==> config.mk <==
export PLATFORM = sky130hd
export DESIGN_NAME = clock_source_startup_control
export DESIGN_NICKNAME = d
export VERILOG_FILES = /design/src/design/cssc_pkg.sv /design/src/design/cssc_tick_counter.sv /design/src/design/cssc_prescaler.sv /design/src/design/clock_source_startup_control.sv
export SDC_FILE = /design/constraint.sdc
export NUM_CORES = 1
export LEC_CHECK = 0
export ABC_AREA = 1
export ABC_CLOCK_PERIOD_IN_PS = 2100
export BUFFER_PORTS_ARGS = -buffer_cell sky130_fd_sc_hd__buf_2
export CORE_UTILIZATION = 50
export CTS_CLUSTER_SIZE = 10
export DETAILED_ROUTE_END_ITERATION = 8
export HOLD_SLACK_MARGIN = 0.03
export PLACE_DENSITY = 0.8
export SLEW_MARGIN = 40
export SYNTH_ARGS = -nofsm -noshare
export SYNTH_HDL_FRONTEND = slang
export SYNTH_HIERARCHICAL = 1
export SYNTH_SLANG_ARGS = --single-unit
==> constraint.sdc <==
create_clock -name clk_i -period 2.1 [get_ports clk_i]
set_input_delay 0.42 -clock clk_i [delete_from_list [all_inputs] [get_ports clk_i]]
set_output_delay 0.42 -clock clk_i [all_outputs]
set_load 0.005 [all_outputs]
==> src/design/cssc_pkg.sv <==
// Shared constants and types for the clock source and start-up control block
package cssc_pkg;

  // Fuse polarity
  localparam logic FUSE_PROGRAMMED = 1'b0;

  // Clock source select codes
  localparam logic [1:0] SRC_EXT = 2'h0;
  localparam logic [1:0] SRC_RC_LOW = 2'h1;
  localparam logic [1:0] SRC_RC_HIGH = 2'h2;
  localparam logic [1:0] SRC_LF = 2'h3;

  // Start-up delay codes
  localparam logic [1:0] SUT_NONE = 2'h0;
  localparam logic [1:0] SUT_SHORT = 2'h1;
  localparam logic [1:0] SUT_LONG = 2'h2;
  localparam logic [1:0] SUT_RSVD = 2'h3;

  // Start-up counts in selected-source cycles
  localparam int PD_START_CK = 6;
  localparam int RST_START_CK = 14;

  // Reset time-out in milliseconds and in watchdog oscillator cycles
  localparam int WDT_SHORT_MS = 4;
  localparam int WDT_LONG_MS = 64;
  localparam int WDT_SHORT_CYC = 512;
  localparam int WDT_LONG_CYC = 8192;
  localparam int CNT_W = 14;

  // Prescaler select values
  localparam logic [3:0] PRESC_DIV8_RST = 4'h3;
  localparam logic [3:0] PRESC_DIV1_RST = 4'h0;
  localparam logic [3:0] PRESC_MAX = 4'h8;
  localparam int PRESC_CNT_W = 8;

  // Oscillator trim register
  localparam int TRIM_W = 7;
  localparam int TRIM_RSVD_BIT = 7;

  // Synchronised pin positions
  localparam int PIN_EXT = 0;
  localparam int PIN_RC = 1;
  localparam int PIN_LF = 2;
  localparam int PIN_WDT = 3;
  localparam int PIN_INT = 4;
  localparam int NPIN = 5;

  typedef enum logic [1:0] {ST_SRC, ST_WDT, ST_RUN, ST_DOWN} cssc_state_t;

endpackage

==> src/design/cssc_tick_counter.sv <==
// Loadable down-counter that advances on a tick and flags completion
`timescale 1ns/1ps
module cssc_tick_counter #(
  parameter int W = 14
) (
  input wire logic clk_i,
  input wire logic rst_i,
  input wire logic load_i,
  input wire logic [W-1:0] load_value_i,
  input wire logic tick_i,
  output logic done_o
);

  typedef struct packed {
    logic [W-1:0] cnt;
    logic done;
  } cssc_cnt_state_t;

  cssc_cnt_state_t st_r;
  cssc_cnt_state_t st_nxt;

  always_comb begin
    st_nxt = st_r;
    if (load_i) begin
      st_nxt.cnt = load_value_i;
      st_nxt.done = (load_value_i == '0);
    end else if (tick_i && st_r.cnt != '0) begin
      st_nxt.cnt = st_r.cnt - 1'b1;
      st_nxt.done = (st_r.cnt == W'(1));
    end
  end

  always_ff @(posedge clk_i) begin
    if (rst_i) begin
      st_r <= '0;
    end else begin
      st_r <= st_nxt;
    end
  end

  assign done_o = st_r.done;
endmodule // cssc_tick_counter

==> src/design/cssc_prescaler.sv <==
// System clock prescaler producing one tick per 2^select source ticks
`timescale 1ns/1ps
module cssc_prescaler
  import cssc_pkg::*;
(
  input wire logic clk_i,
  input wire logic rst_i,
  input wire logic src_tick_i,
  input wire logic [3:0] select_i,
  output logic sys_tick_o
);

  typedef struct packed {
    logic [PRESC_CNT_W-1:0] cnt;
    logic tick;
  } cssc_presc_state_t;

  cssc_presc_state_t st_r;
  cssc_presc_state_t st_nxt;

  // Reserved codes fall back to the largest division
  function automatic logic [PRESC_CNT_W-1:0] cssc_div_mask(input logic [3:0] sel);
    logic [3:0] s;
    logic [PRESC_CNT_W:0] one_hot;
    s = (sel > PRESC_MAX) ? PRESC_MAX : sel;
    one_hot = (PRESC_CNT_W+1)'(1) << s;
    return PRESC_CNT_W'(one_hot - 1'b1);
  endfunction

  always_comb begin
    st_nxt = st_r;
    st_nxt.tick = 1'b0;
    if (src_tick_i) begin
      if ((st_r.cnt & cssc_div_mask(select_i)) == cssc_div_mask(select_i)) begin
        st_nxt.tick = 1'b1;
        st_nxt.cnt = '0;
      end else begin
        st_nxt.cnt = st_r.cnt + 1'b1;
      end
    end
  end

  always_ff @(posedge clk_i) begin
    if (rst_i) begin
      st_r <= '0;
    end else begin
      st_r <= st_nxt;
    end
  end

  assign sys_tick_o = st_r.tick;
endmodule // cssc_prescaler

==> src/design/clock_source_startup_control.sv <==
// Clock source selection, start-up sequencing, trim register and clock domain enables
`timescale 1ns/1ps

// What this block does
// - Core clock enable drops whenever the core is halted, stopping all core state.
// - Certain external interrupt pins are detected even with peripheral clock halted.
// - Program-memory clock enable runs together with the core clock enable.
// - Converter clock has its own enable, running while core and peripheral halt.
// - Fuse value 1 means unprogrammed, 0 means programmed.
// - Source codes 10 and 01 select the internal RC oscillator, fast or slow.
// - Source code 00 selects the external clock input pin.
// - Source code 11 selects the 128 kHz low-power oscillator.
// - After power-down wake, count start-up cycles of the selected source first.
// - After reset, add 512 or 8192 watchdog oscillator cycles as configured.
// - Six cycles from power-down; fourteen from reset plus none, 4 ms or 64 ms.
// - Shipped defaults: RC source 10, start-up 10, divide-by-eight programmed.
// - Programmed divide-by-eight divides the oscillator by 8 at start-up.
// - Reset loads the factory calibration byte into the trim register.
// - Watchdog and reset time-out always run from the watchdog oscillator.
// - Bit 7 of the trim register always reads zero.
// - Trim zero gives lowest frequency, rising with value, highest at 0x7F.
// - The calibrated RC oscillator times nonvolatile memory writes.
// - Reset sets prescaler select to 0011 if divide-by-eight programmed, else 0000.
module clock_source_startup_control
  import cssc_pkg::*;
#(
  parameter int WDT_SHORT_CYCLES = WDT_SHORT_CYC,
  parameter int WDT_LONG_CYCLES = WDT_LONG_CYC
) (
  input wire logic clk_i,
  input wire logic rst_i,
  input wire logic [1:0] clock_source_select_fuse_i,
  input wire logic [1:0] startup_delay_fuse_i,
  input wire logic divide_by_eight_fuse_i,
  input wire logic [7:0] factory_calibration_i,
  input wire logic external_clock_input_i,
  input wire logic rc_osc_i,
  input wire logic lf_osc_i,
  input wire logic wdt_osc_i,
  input wire logic ext_int_pin_i,
  input wire logic powerdown_i,
  input wire logic wake_i,
  input wire logic core_halt_i,
  input wire logic peripheral_halt_i,
  input wire logic trim_wr_i,
  input wire logic [7:0] trim_wdata_i,
  input wire logic prescaler_wr_i,
  input wire logic [3:0] prescaler_wdata_i,
  output logic [7:0] trim_rdata_o,
  output logic [6:0] trim_value_o,
  output logic [3:0] prescaler_select_o,
  output logic rc_high_range_o,
  output logic system_tick_o,
  output logic watchdog_tick_o,
  output logic nvm_timing_tick_o,
  output logic ext_int_detect_o,
  output logic exec_release_o,
  output logic core_clock_en_o,
  output logic peripheral_clock_en_o,
  output logic program_memory_clock_en_o,
  output logic converter_clock_en_o
);

  typedef struct packed {
    logic [NPIN-1:0] sync1;
    logic [NPIN-1:0] sync2;
    logic [NPIN-1:0] sync3;
    logic [1:0] src_sel;
    logic [1:0] startup_delay_fuse;
    logic div8;
    logic [TRIM_W-1:0] trim;
    logic [3:0] presc;
    cssc_state_t state;
    logic load_req;
    logic from_reset;
    logic release_q;
    logic core_en;
    logic peri_en;
    logic flash_en;
    logic conv_en;
    logic wdt_tick;
    logic nvm_tick;
    logic int_det;
    logic rc_high;
  } cssc_state_s_t;

  cssc_state_s_t st_r;
  cssc_state_s_t st_nxt;

  logic [NPIN-1:0] edge_w;
  logic src_tick;
  logic cnt_load;
  logic [CNT_W-1:0] cnt_value;
  logic cnt_tick;
  logic cnt_done;

  function automatic logic [CNT_W-1:0] cssc_wdt_cycles(input logic [1:0] startup_delay_fuse);
    case (startup_delay_fuse)
      SUT_NONE: return '0;
      SUT_SHORT: return CNT_W'(WDT_SHORT_CYCLES);
      default: return CNT_W'(WDT_LONG_CYCLES);
    endcase
  endfunction

  function automatic logic cssc_is_rc(input logic [1:0] sel);
    return (sel == SRC_RC_LOW) || (sel == SRC_RC_HIGH);
  endfunction

  assign edge_w = st_r.sync2 & ~st_r.sync3;

  // Source multiplexer
  always_comb begin
    case (st_r.src_sel)
      SRC_EXT: src_tick = edge_w[PIN_EXT];
      SRC_LF: src_tick = edge_w[PIN_LF];
      default: src_tick = edge_w[PIN_RC];
    endcase
  end

  always_comb begin
    st_nxt = st_r;
    cnt_load = 1'b0;
    cnt_value = '0;
    cnt_tick = 1'b0;
    st_nxt.sync1 = {ext_int_pin_i, wdt_osc_i, lf_osc_i, rc_osc_i, external_clock_input_i};
    st_nxt.sync2 = st_r.sync1;
    st_nxt.sync3 = st_r.sync2;
    if (trim_wr_i) begin
      st_nxt.trim = trim_wdata_i[TRIM_W-1:0];
    end
    if (prescaler_wr_i) begin
      st_nxt.presc = prescaler_wdata_i;
    end
    case (st_r.state)
      ST_SRC: begin
        cnt_tick = src_tick;
        if (st_r.load_req) begin
          cnt_load = 1'b1;
          cnt_value = st_r.from_reset ? CNT_W'(RST_START_CK) : CNT_W'(PD_START_CK);
          st_nxt.load_req = 1'b0;
        end else if (cnt_done) begin
          st_nxt.state = st_r.from_reset ? ST_WDT : ST_RUN;
          st_nxt.load_req = st_r.from_reset;
        end
      end
      ST_WDT: begin
        cnt_tick = edge_w[PIN_WDT];
        if (st_r.load_req) begin
          cnt_load = 1'b1;
          cnt_value = cssc_wdt_cycles(st_r.startup_delay_fuse);
          st_nxt.load_req = 1'b0;
        end else if (cnt_done) begin
          st_nxt.state = ST_RUN;
        end
      end
      ST_RUN: begin
        if (powerdown_i) begin
          st_nxt.state = ST_DOWN;
        end
      end
      ST_DOWN: begin
        if (wake_i) begin
          st_nxt.state = ST_SRC;
          st_nxt.load_req = 1'b1;
          st_nxt.from_reset = 1'b0;
        end
      end
      default: begin
        st_nxt.state = ST_SRC;
        st_nxt.load_req = 1'b1;
      end
    endcase
    st_nxt.release_q = (st_nxt.state == ST_RUN);
    st_nxt.core_en = st_nxt.release_q && !core_halt_i;
    st_nxt.flash_en = st_nxt.core_en;
    st_nxt.peri_en = st_nxt.release_q && !peripheral_halt_i;
    st_nxt.conv_en = st_nxt.release_q;
    st_nxt.wdt_tick = edge_w[PIN_WDT];
    st_nxt.nvm_tick = edge_w[PIN_RC];
    st_nxt.int_det = st_r.sync2[PIN_INT];
    st_nxt.rc_high = (st_r.src_sel == SRC_RC_HIGH) && cssc_is_rc(st_r.src_sel);
  end

  always_ff @(posedge clk_i) begin
    if (rst_i) begin
      st_r <= '0;
      // Synchronisers keep running so no false edge follows reset
      st_r.sync1 <= st_nxt.sync1;
      st_r.sync2 <= st_nxt.sync2;
      st_r.sync3 <= st_nxt.sync3;
      // Fuses and calibration are sampled while reset is held
      st_r.src_sel <= clock_source_select_fuse_i;
      st_r.startup_delay_fuse <= startup_delay_fuse_i;
      st_r.div8 <= divide_by_eight_fuse_i;
      st_r.trim <= factory_calibration_i[TRIM_W-1:0];
      st_r.presc <= (divide_by_eight_fuse_i == FUSE_PROGRAMMED) ?
                    PRESC_DIV8_RST : PRESC_DIV1_RST;
      st_r.state <= ST_SRC;
      st_r.load_req <= 1'b1;
      st_r.from_reset <= 1'b1;
      st_r.rc_high <= (clock_source_select_fuse_i == SRC_RC_HIGH);
    end else begin
      st_r <= st_nxt;
    end
  end

  cssc_tick_counter #(
    .W(CNT_W)
  ) u_counter (
    .clk_i(clk_i),
    .rst_i(rst_i),
    .load_i(cnt_load),
    .load_value_i(cnt_value),
    .tick_i(cnt_tick),
    .done_o(cnt_done)
  );

  // Divide-by-eight start-up comes from the prescaler reset value
  cssc_prescaler u_prescaler (
    .clk_i(clk_i),
    .rst_i(rst_i),
    .src_tick_i(src_tick),
    .select_i(st_r.presc),
    .sys_tick_o(system_tick_o)
  );

  assign trim_rdata_o = {1'b0, st_r.trim};
  assign trim_value_o = st_r.trim;
  assign prescaler_select_o = st_r.presc;
  assign rc_high_range_o = st_r.rc_high;
  assign watchdog_tick_o = st_r.wdt_tick;
  assign nvm_timing_tick_o = st_r.nvm_tick;
  assign ext_int_detect_o = st_r.int_det;
  assign exec_release_o = st_r.release_q;
  assign core_clock_en_o = st_r.core_en;
  assign peripheral_clock_en_o = st_r.peri_en;
  assign program_memory_clock_en_o = st_r.flash_en;
  assign converter_clock_en_o = st_r.conv_en;

  // Helper counts of ticks seen in each start-up phase
  int src_seen;
  int wdt_seen;
  always_ff @(posedge clk_i) begin
    if (rst_i || st_r.load_req) begin
      src_seen <= 0;
      wdt_seen <= (st_r.state == ST_SRC) ? 0 : wdt_seen;
      if (rst_i) begin
        wdt_seen <= 0;
      end
    end else begin
      if (st_r.state == ST_SRC && !cnt_done && src_tick) begin
        src_seen <= src_seen + 1;
      end
      if (st_r.state == ST_WDT && !cnt_done && edge_w[PIN_WDT]) begin
        wdt_seen <= wdt_seen + 1;
      end
    end
  end
endmodule // clock_source_startup_control

==> metrics, run 1 <==
share of the synthesized area in the top cell type=30.0%; Leak=1.87 nW; commonest non-fill, non-tap cell in the layout=nand2_1; switching share of power=32.6%; Int Power=2.06 mW; max-slew violation count=0; setup TNS=0 ns; crit-path cells=inv_1 -> ha_1 -> nand2_1 -> o21a_2 -> inv_2 -> nor3_2 -> nand3_2 -> nor2_2 -> nand2_1 -> nand2_1 -> nand2_1 -> nor2_2; DRC viols=0; first-pass GRT wire length=11,000 µm; final setup violation count=0; TritonCTS Buffers=9; Worst EP required=2.38 ns; CP max FO=6; fin crit share=90.5%; Worst Path Arrival=2.18 ns; routed vias/inst=4.85; Final GP Congestion=0.904; CTS tree=yes; Max VDD drop=0.507 mV; vias in the first global route=2,656; DRT iter0 DRCs=98; CP endpoint kind=flip-flop; Clock transition at path regs=0.08 ns; die height=82.9 µm; Syn Area/Cell=7.68 µm²; CP max stage delay=0.43 ns; HPWL after detailed placement=4680 µm; synthesized netlist cell count=426; # port buffers=63; Worst Path Buf+Inv=2; Sink Count=64; ant diodes=0; Root Buffer=clkbuf_8; Remaining Overflow, GRT=0; post-synthesis sequential area ratio=43.8%; most frequent cells in the layout=nand2_1, buf_2, nor2_1; status=complete, no violations; Final Core Density=59.3%; core footprint=0.00635 mm²; CTS Hold Bufs=0; sequential power share=47.4%; wire per inst=10.8 µm; Crit Path Category=flip-flop to flip-flop; top-level I/O count=67; post-synthesis register bit count=64; pwr dens=809 mW/mm²; Clock Power Share=31.2%; synth top area cells=dfxtp_1, edfxtp_1, nand2_1, nor2_1, inv_1; Max Clock Skew=0.0104 ns; slowest CP cell=edfxtp_1; Initial Util=51.5%; Max-cap violations=0; layout cells sized above 1=24.7%; distinct cell type count after synthesis=35; initial antenna violation count=0; WL final=6190 µm; Mapped Area=0.00327 mm²; H-tree levels=3; largest net degree at the start of global routing=23; die width=82.9 µm; via count=2,786; largest area contributor in the netlist=dfxtp_1; reported net switching power=994 µW; DRT Pass-1 Iters=4; Clock Path Buffers=2; nets=538; row count=29; Hold/Removal Path Class=input port to flip-flop; clock latency at the later pin of the worst-skew pair=0.34 ns; Combinational Power Share=21.4%; Area growth syn-to-layout=15.2%; Layout fillers=561; Final Hold Viols=0; Most Frequent Cell on Critical Path=nand2_1; total track usage=19.5%; Syn. warnings=6; crit start category=flip-flop; remaining antenna violation count=0; Final min period=1.90 ns; upper clock frequency limit=526 MHz; delay-heaviest family, CP=simple AND/OR/NAND/NOR gates; die area=0.00687 mm²
[repair_timing]
| action | in CTS | in global routing |
|---|---|---|
| buffers inserted | 0 | 2 |
| endpoints found under the setup margin | 0 | 7 |
| endpoints found under the hold margin | 0 | 0 |
| resized for setup | 0 | 2 |
[cells by family (layout without fill, tap and decap cells)]
kind of cell             after synthesis  after routing  synth area share (%)
AND/OR/NAND/NOR                      229            229                  33.3
buffers and inverters                 80            136                  12.0
flip-flops                            64             64                  43.8
AO/OA/AOI/OAI                         36             36                  5.78
XOR/XNOR                               9              9                  2.41
adder cells (fa/ha/maj)                7              7                  2.68
other                                  1             17                 0.115
[per-layer routing]
layer / vias up / wire length, µm / GRT usage (%)
met5: - / 0 / 0
met4: 0 / 122 / 9.40
met3: 11 / 255 / 3.58
met2: 61 / 3010 / 34.0
met1: 1265 / 2800 / 23.2
li1: 1449 / - / -
[synth_stat cells]
library cell	count
inv_2	7
buf_6	1
o21ai_1	2
o2111ai_1	1
or2_1	5
nand4_1	6
dfxtp_1	49
nor3_2	3
ha_1	7
inv_1	45
nand3_1	28
buf_2	4
nand2_4	4
nand3b_1	3
buf_4	21
clkbuf_1	1
a21oi_1	19
o21a_1	1
nor4_1	1
buf_1	1
nand2_1	92
nand3_2	5
xnor2_1	3
nor2_2	6
conb_1	1
nand2_2	7
nor2_4	3
nor2_1	55
or2_0	1
or2_2	2
a21o_1	1
xor2_1	6
nor3_1	8
edfxtp_1	15
o21ai_0	12
[power by group through the flow]
stage                     Combinational, mW  Sequential (mW)  Clock (mW)
after floorplan                       0.527             1.46           0
after global placement                0.618             1.47           0
after detailed placement              0.639             1.48           0
after CTS                             0.643             1.45       0.980
after global routing                  0.748             1.46        1.03
final                                 0.652             1.45       0.952
[worst paths after layout]
| kind | startpoint | slack (ns) | cells after the start | endpoint |
|---|---|---|---|---|
| hold reg to reg | st_nxt[38] | 0.34 | 0 | st_nxt[1] |
| setup reg to reg | st_nxt[28] | 0.20 | 12 | u_prescaler/st_r[8] |
| hold / removal | external_clock_input_i | 0.17 | 1 | st_nxt[34] |
| setup / recovery | st_nxt[28] | 0.20 | 12 | u_prescaler/st_r[8] |
[area by class of cell]
cell class	count	area [µm²]	share of cell area [%]
clock inverters	7	55.1	1.46
inverters	52	195	5.18
multi-input cells	298	1510	40.2
clock buffers	9	124	3.29
well taps	77	96.3	2.56
flip-flops and latches	64	1430	38.0
repair buffers	68	353	9.36
[registers in the layout (all words and copies together), names as in the netlist, 4 cells and up]
register            flops
trim_value_o            7
st_r                    8
u_prescaler/st_r        8
st_nxt                 14
prescaler_select_o      4
u_counter/st_r         14
[metrics by stage]
stage | instances | worst slack (ns) | instance area [µm²] | power (mW) | hold WS [ns]
finish | 575 | 0.199 | 3770 | 3.05 | 0.170
global route | 575 | -0.0156 | 3770 | 3.24 | 0.167
CTS | 573 | 0.111 | 3750 | 3.07 | 0.161
detailed placement | 557 | 0.132 | 3570 | 2.11 | 0.314
global placement | 557 | 0.190 | 3570 | 2.09 | 0.313
floorplan | 442 | 0.367 | 3330 | 1.99 | 0.310
(Power assumes the default switching activity.)
==> run 2, diff against run 1 <==
--- a/config.mk
+++ b/config.mk
@@ -5,14 +5,13 @@
 export SDC_FILE = /design/constraint.sdc
 export NUM_CORES = 1
 export LEC_CHECK = 0
-export ABC_AREA = 1
 export ABC_CLOCK_PERIOD_IN_PS = 2100
-export BUFFER_PORTS_ARGS = -buffer_cell sky130_fd_sc_hd__buf_2
 export CORE_UTILIZATION = 50
 export CTS_CLUSTER_SIZE = 10
 export DETAILED_ROUTE_END_ITERATION = 8
+export DONT_BUFFER_PORTS = 1
 export HOLD_SLACK_MARGIN = 0.03
-export PLACE_DENSITY = 0.8
+export PLACE_DENSITY = 0.71
 export SLEW_MARGIN = 40
 export SYNTH_ARGS = -nofsm -noshare
 export SYNTH_HDL_FRONTEND = slang
==> metrics, run 2 <==
largest area contributor in the netlist=dfxtp_1; most frequent cells in the layout=dfxtp_1, buf_4, nor2_1; Max-cap violations=0 (unchanged); worst r2r src=st_nxt[27]; failing checks=setup timing; remaining antenna violation count=0 (unchanged); worst slack at placement=-0.726 ns (-0.858 ns); CTS tree=yes; via count=2,425 (-13%); pwr dens=852 mW/mm² (+5.2%); top-level I/O count=67 (unchanged); commonest non-fill, non-tap cell in the layout=dfxtp_1; first-pass GRT wire length=10,000 µm (-9.0%); Final GP Congestion=0.831 (-8.1%); Remaining Overflow, GRT=0 (unchanged); Max VDD drop=0.540 mV (+6.5%); post-route setup slack=-0.673 ns (-0.872 ns); Top Metal Used=met4; Met2 Routed Length=3350 µm (+11%); H-tree levels=3 (unchanged); Layout fillers=484 (-14%); WL final=6610 µm (+6.8%); die height=82.2 µm (-0.77%); Sink Count=64 (unchanged); nets=407 (-24%); worst reg2reg setup slack=-0.67 ns (-0.87 ns); crit-path cells=inv_2 -> ha_4 -> nor2b_4 -> a221oi_2 -> o31a_1 -> or4b_4 -> or2_4 -> or4_4 -> a311oi_2; post-synthesis sequential area ratio=44.5% (+0.70 points); M1 wire length=2940 µm (+4.9%); clock latency at the later pin of the worst-skew pair=0.33 ns (about the same); distinct cell type count after synthesis=75 (+110%); HPWL after detailed placement=4320 µm (-7.8%); Worst EP required=2.33 ns (-0.05 ns); share of the synthesized area in the top cell type=30.5% (+0.48 points); upper clock frequency limit=361 MHz (-31%); RSZ-0062 raised after global routing=yes; area of placed instances=0.00347 mm² (-2.7%); status=finished, violations left; fin crit share=132% (+42 points); ant diodes=0 (unchanged); Clock Path Buffers=2 (unchanged); Worst Path Arrival=3.00 ns (+0.82 ns); Clock transition at path regs=0.07 ns (about the same); die width=82.2 µm (-0.77%); routed vias/inst=5.49 (+13%); setup TNS=-4.39 ns (-4.39 ns); hold_sp=ext_int_pin_i; Syn. warnings=6 (unchanged); DRT iter0 DRCs=86 (-12%); Max Clock Skew=0.00842 ns (-0.00195 ns); synthesized netlist cell count=320 (-25%); Leak=1.51 nW (-19%); # port buffers=0 (-100%); CP max stage delay=0.48 ns (+0.05 ns); Total Power=3.34 mW (+9.4%); terminus of the critical flop-to-flop path=u_counter/st_r[14]; delay-heaviest family, CP=simple AND/OR/NAND/NOR gates; Slew @ Worst Pin=0.572 ns; Hold EP=st_nxt[38]; Worst Path Buf+Inv=1 (-1); crit start category=flip-flop; die area=0.00676 mm² (-1.5%); Final min period=2.77 ns (+0.872 ns); Final Hold Viols=0 (unchanged); Area growth syn-to-layout=21.7%; met3 wire len=275 µm (+7.8%); slew margin rel.=61.6%; post-synthesis register bit count=64 (unchanged); total track usage=19.7% (+0.15 points); vias in the first global route=2,209 (-17%); number of synthesized flops with an enable pin=15 (unchanged); Hold/Removal Path Class=input port to flip-flop; initial antenna violation count=0 (unchanged); slowest CP cell=or4_4; synth top area cells=dfxtp_1, edfxtp_1, buf_4, a211oi_1, ha_1; CTS Hold Bufs=0 (unchanged); core footprint=0.00606 mm² (-4.6%); final setup violation count=12 (+12); hold path depth=0 (-1); CP endpoint kind=flip-flop; async set or reset register ratio after synthesis=0% (unchanged); Root Buffer=clkbuf_8; TritonCTS Buffers=9 (unchanged); Main synth FF type=dfxtp_1; R2R depth=9 (-3); post-route design area=0.00392 mm² (+4.0%); layout cells sized above 1=32.2% (+7.5 points); Initial Util=53.1% (+1.6 points); DRT Pass-1 Iters=4 (unchanged); synth cell count leaders=dfxtp_1, buf_4, nor2_1; CP max FO=2 (-4); DRC viols=0 (unchanged); row count=28 (-3.4%); wire per inst=15.0 µm (+39%); Crit Path Category=flip-flop to flip-flop; Mapped Area=0.00322 mm² (-1.6%); Syn Area/Cell=10.1 µm² (+31%); most frequent cell after synthesis=dfxtp_1; largest net degree at the start of global routing=57 (+150%); max-slew violation count=0 (unchanged)
## run 2: how the worst max path moves through the flow
| stage | startpoint | endpoint | slack (ns) | cells past startpoint |
|---|---|---|---|---|
| 2_1_floorplan | st_nxt[27] | u_counter/st_r[14] | -0.64 | 9 |
| 3_3_place_gp | st_nxt[27] | u_counter/st_r[14] | -0.60 | 9 |
| 3_5_place_dp | st_nxt[27] | u_counter/st_r[14] | -0.73 | 9 |
| 4_1_cts | st_nxt[27] | u_counter/st_r[14] | -0.64 | 9 |
| 5_1_grt | st_nxt[27] | u_counter/st_r[12] | -0.77 | 11 |
| 6_report | st_nxt[27] | u_counter/st_r[14] | -0.67 | 9 |
## run 2: timing repair
item | CTS | global route
setup buffers | 8 | 3
cloned | 0 | 0
gates resized for setup | 11 | 23
endpoints found under the setup margin | 16 | 23
pin swaps | 8 | 14
## run 2: through the flow
step                      utilization, %  instances  hold WS, ns
after floorplan                        -        338        0.310
after global placement              57.3        418        0.314
after detailed placement            57.3        418        0.314
after CTS                           62.7        441       0.0959
after global routing                64.6        442       0.0842
final                               64.6        442        0.107
## run 2: power by group
part	internal, mW	total (mW)	leakage [nW]	switching, mW
logic	0.382	0.752	0.836	0.370
registers	1.36	1.46	0.558	0.0950
clock network	0.685	1.13	0.112	0.441
total	2.43	3.34	1.51	0.906
## run 2: logic make-up (layout without fill, tap and decap cells)
family	count (synthesis)	after routing	share of synthesized area, %
simple gates	113	113	22.5
flops	64	64	44.5
fa+ha+maj	7	7	2.72
mux	9	9	3.11
other cells	1	19	0.116
xor+xnor	7	7	1.90
compound gates	67	67	15.7
buf+inv	52	81	9.52
## run 2: worst register-to-register path, cell delays in order, from the launching register on
cell and delay, ns:
edfxtp_1 0.40, inv_2 0.10, ha_4 0.20, nor2b_4 0.12, a221oi_2 0.21, o31a_1 0.22, or4b_4 0.47, or2_4 0.25
or4_4 0.48, a311oi_2 0.22
## run 2: area by class of cell
| class | instances | area, µm² | area share [%] |
|---|---|---|---|
| flip-flops and latches | 64 | 1430 | 36.5 |
| repair buffers | 45 | 353 | 9.01 |
| clock buffers | 14 | 184 | 4.69 |
| inverters | 20 | 75.1 | 1.92 |
| multi-input cells | 222 | 1750 | 44.6 |
| well taps | 75 | 93.8 | 2.40 |
| clock inverters | 2 | 35.0 | 0.894 |
## run 2: per-layer routing
| layer | GRT usage (%) | vias up |
|---|---|---|
| li1 | - | 1223 |
| met3 | 6.81 | 8 |
| met5 | 0 | - |
| met1 | 23.5 | 1144 |
| met4 | 6.49 | 0 |
| met2 | 32.9 | 50 |
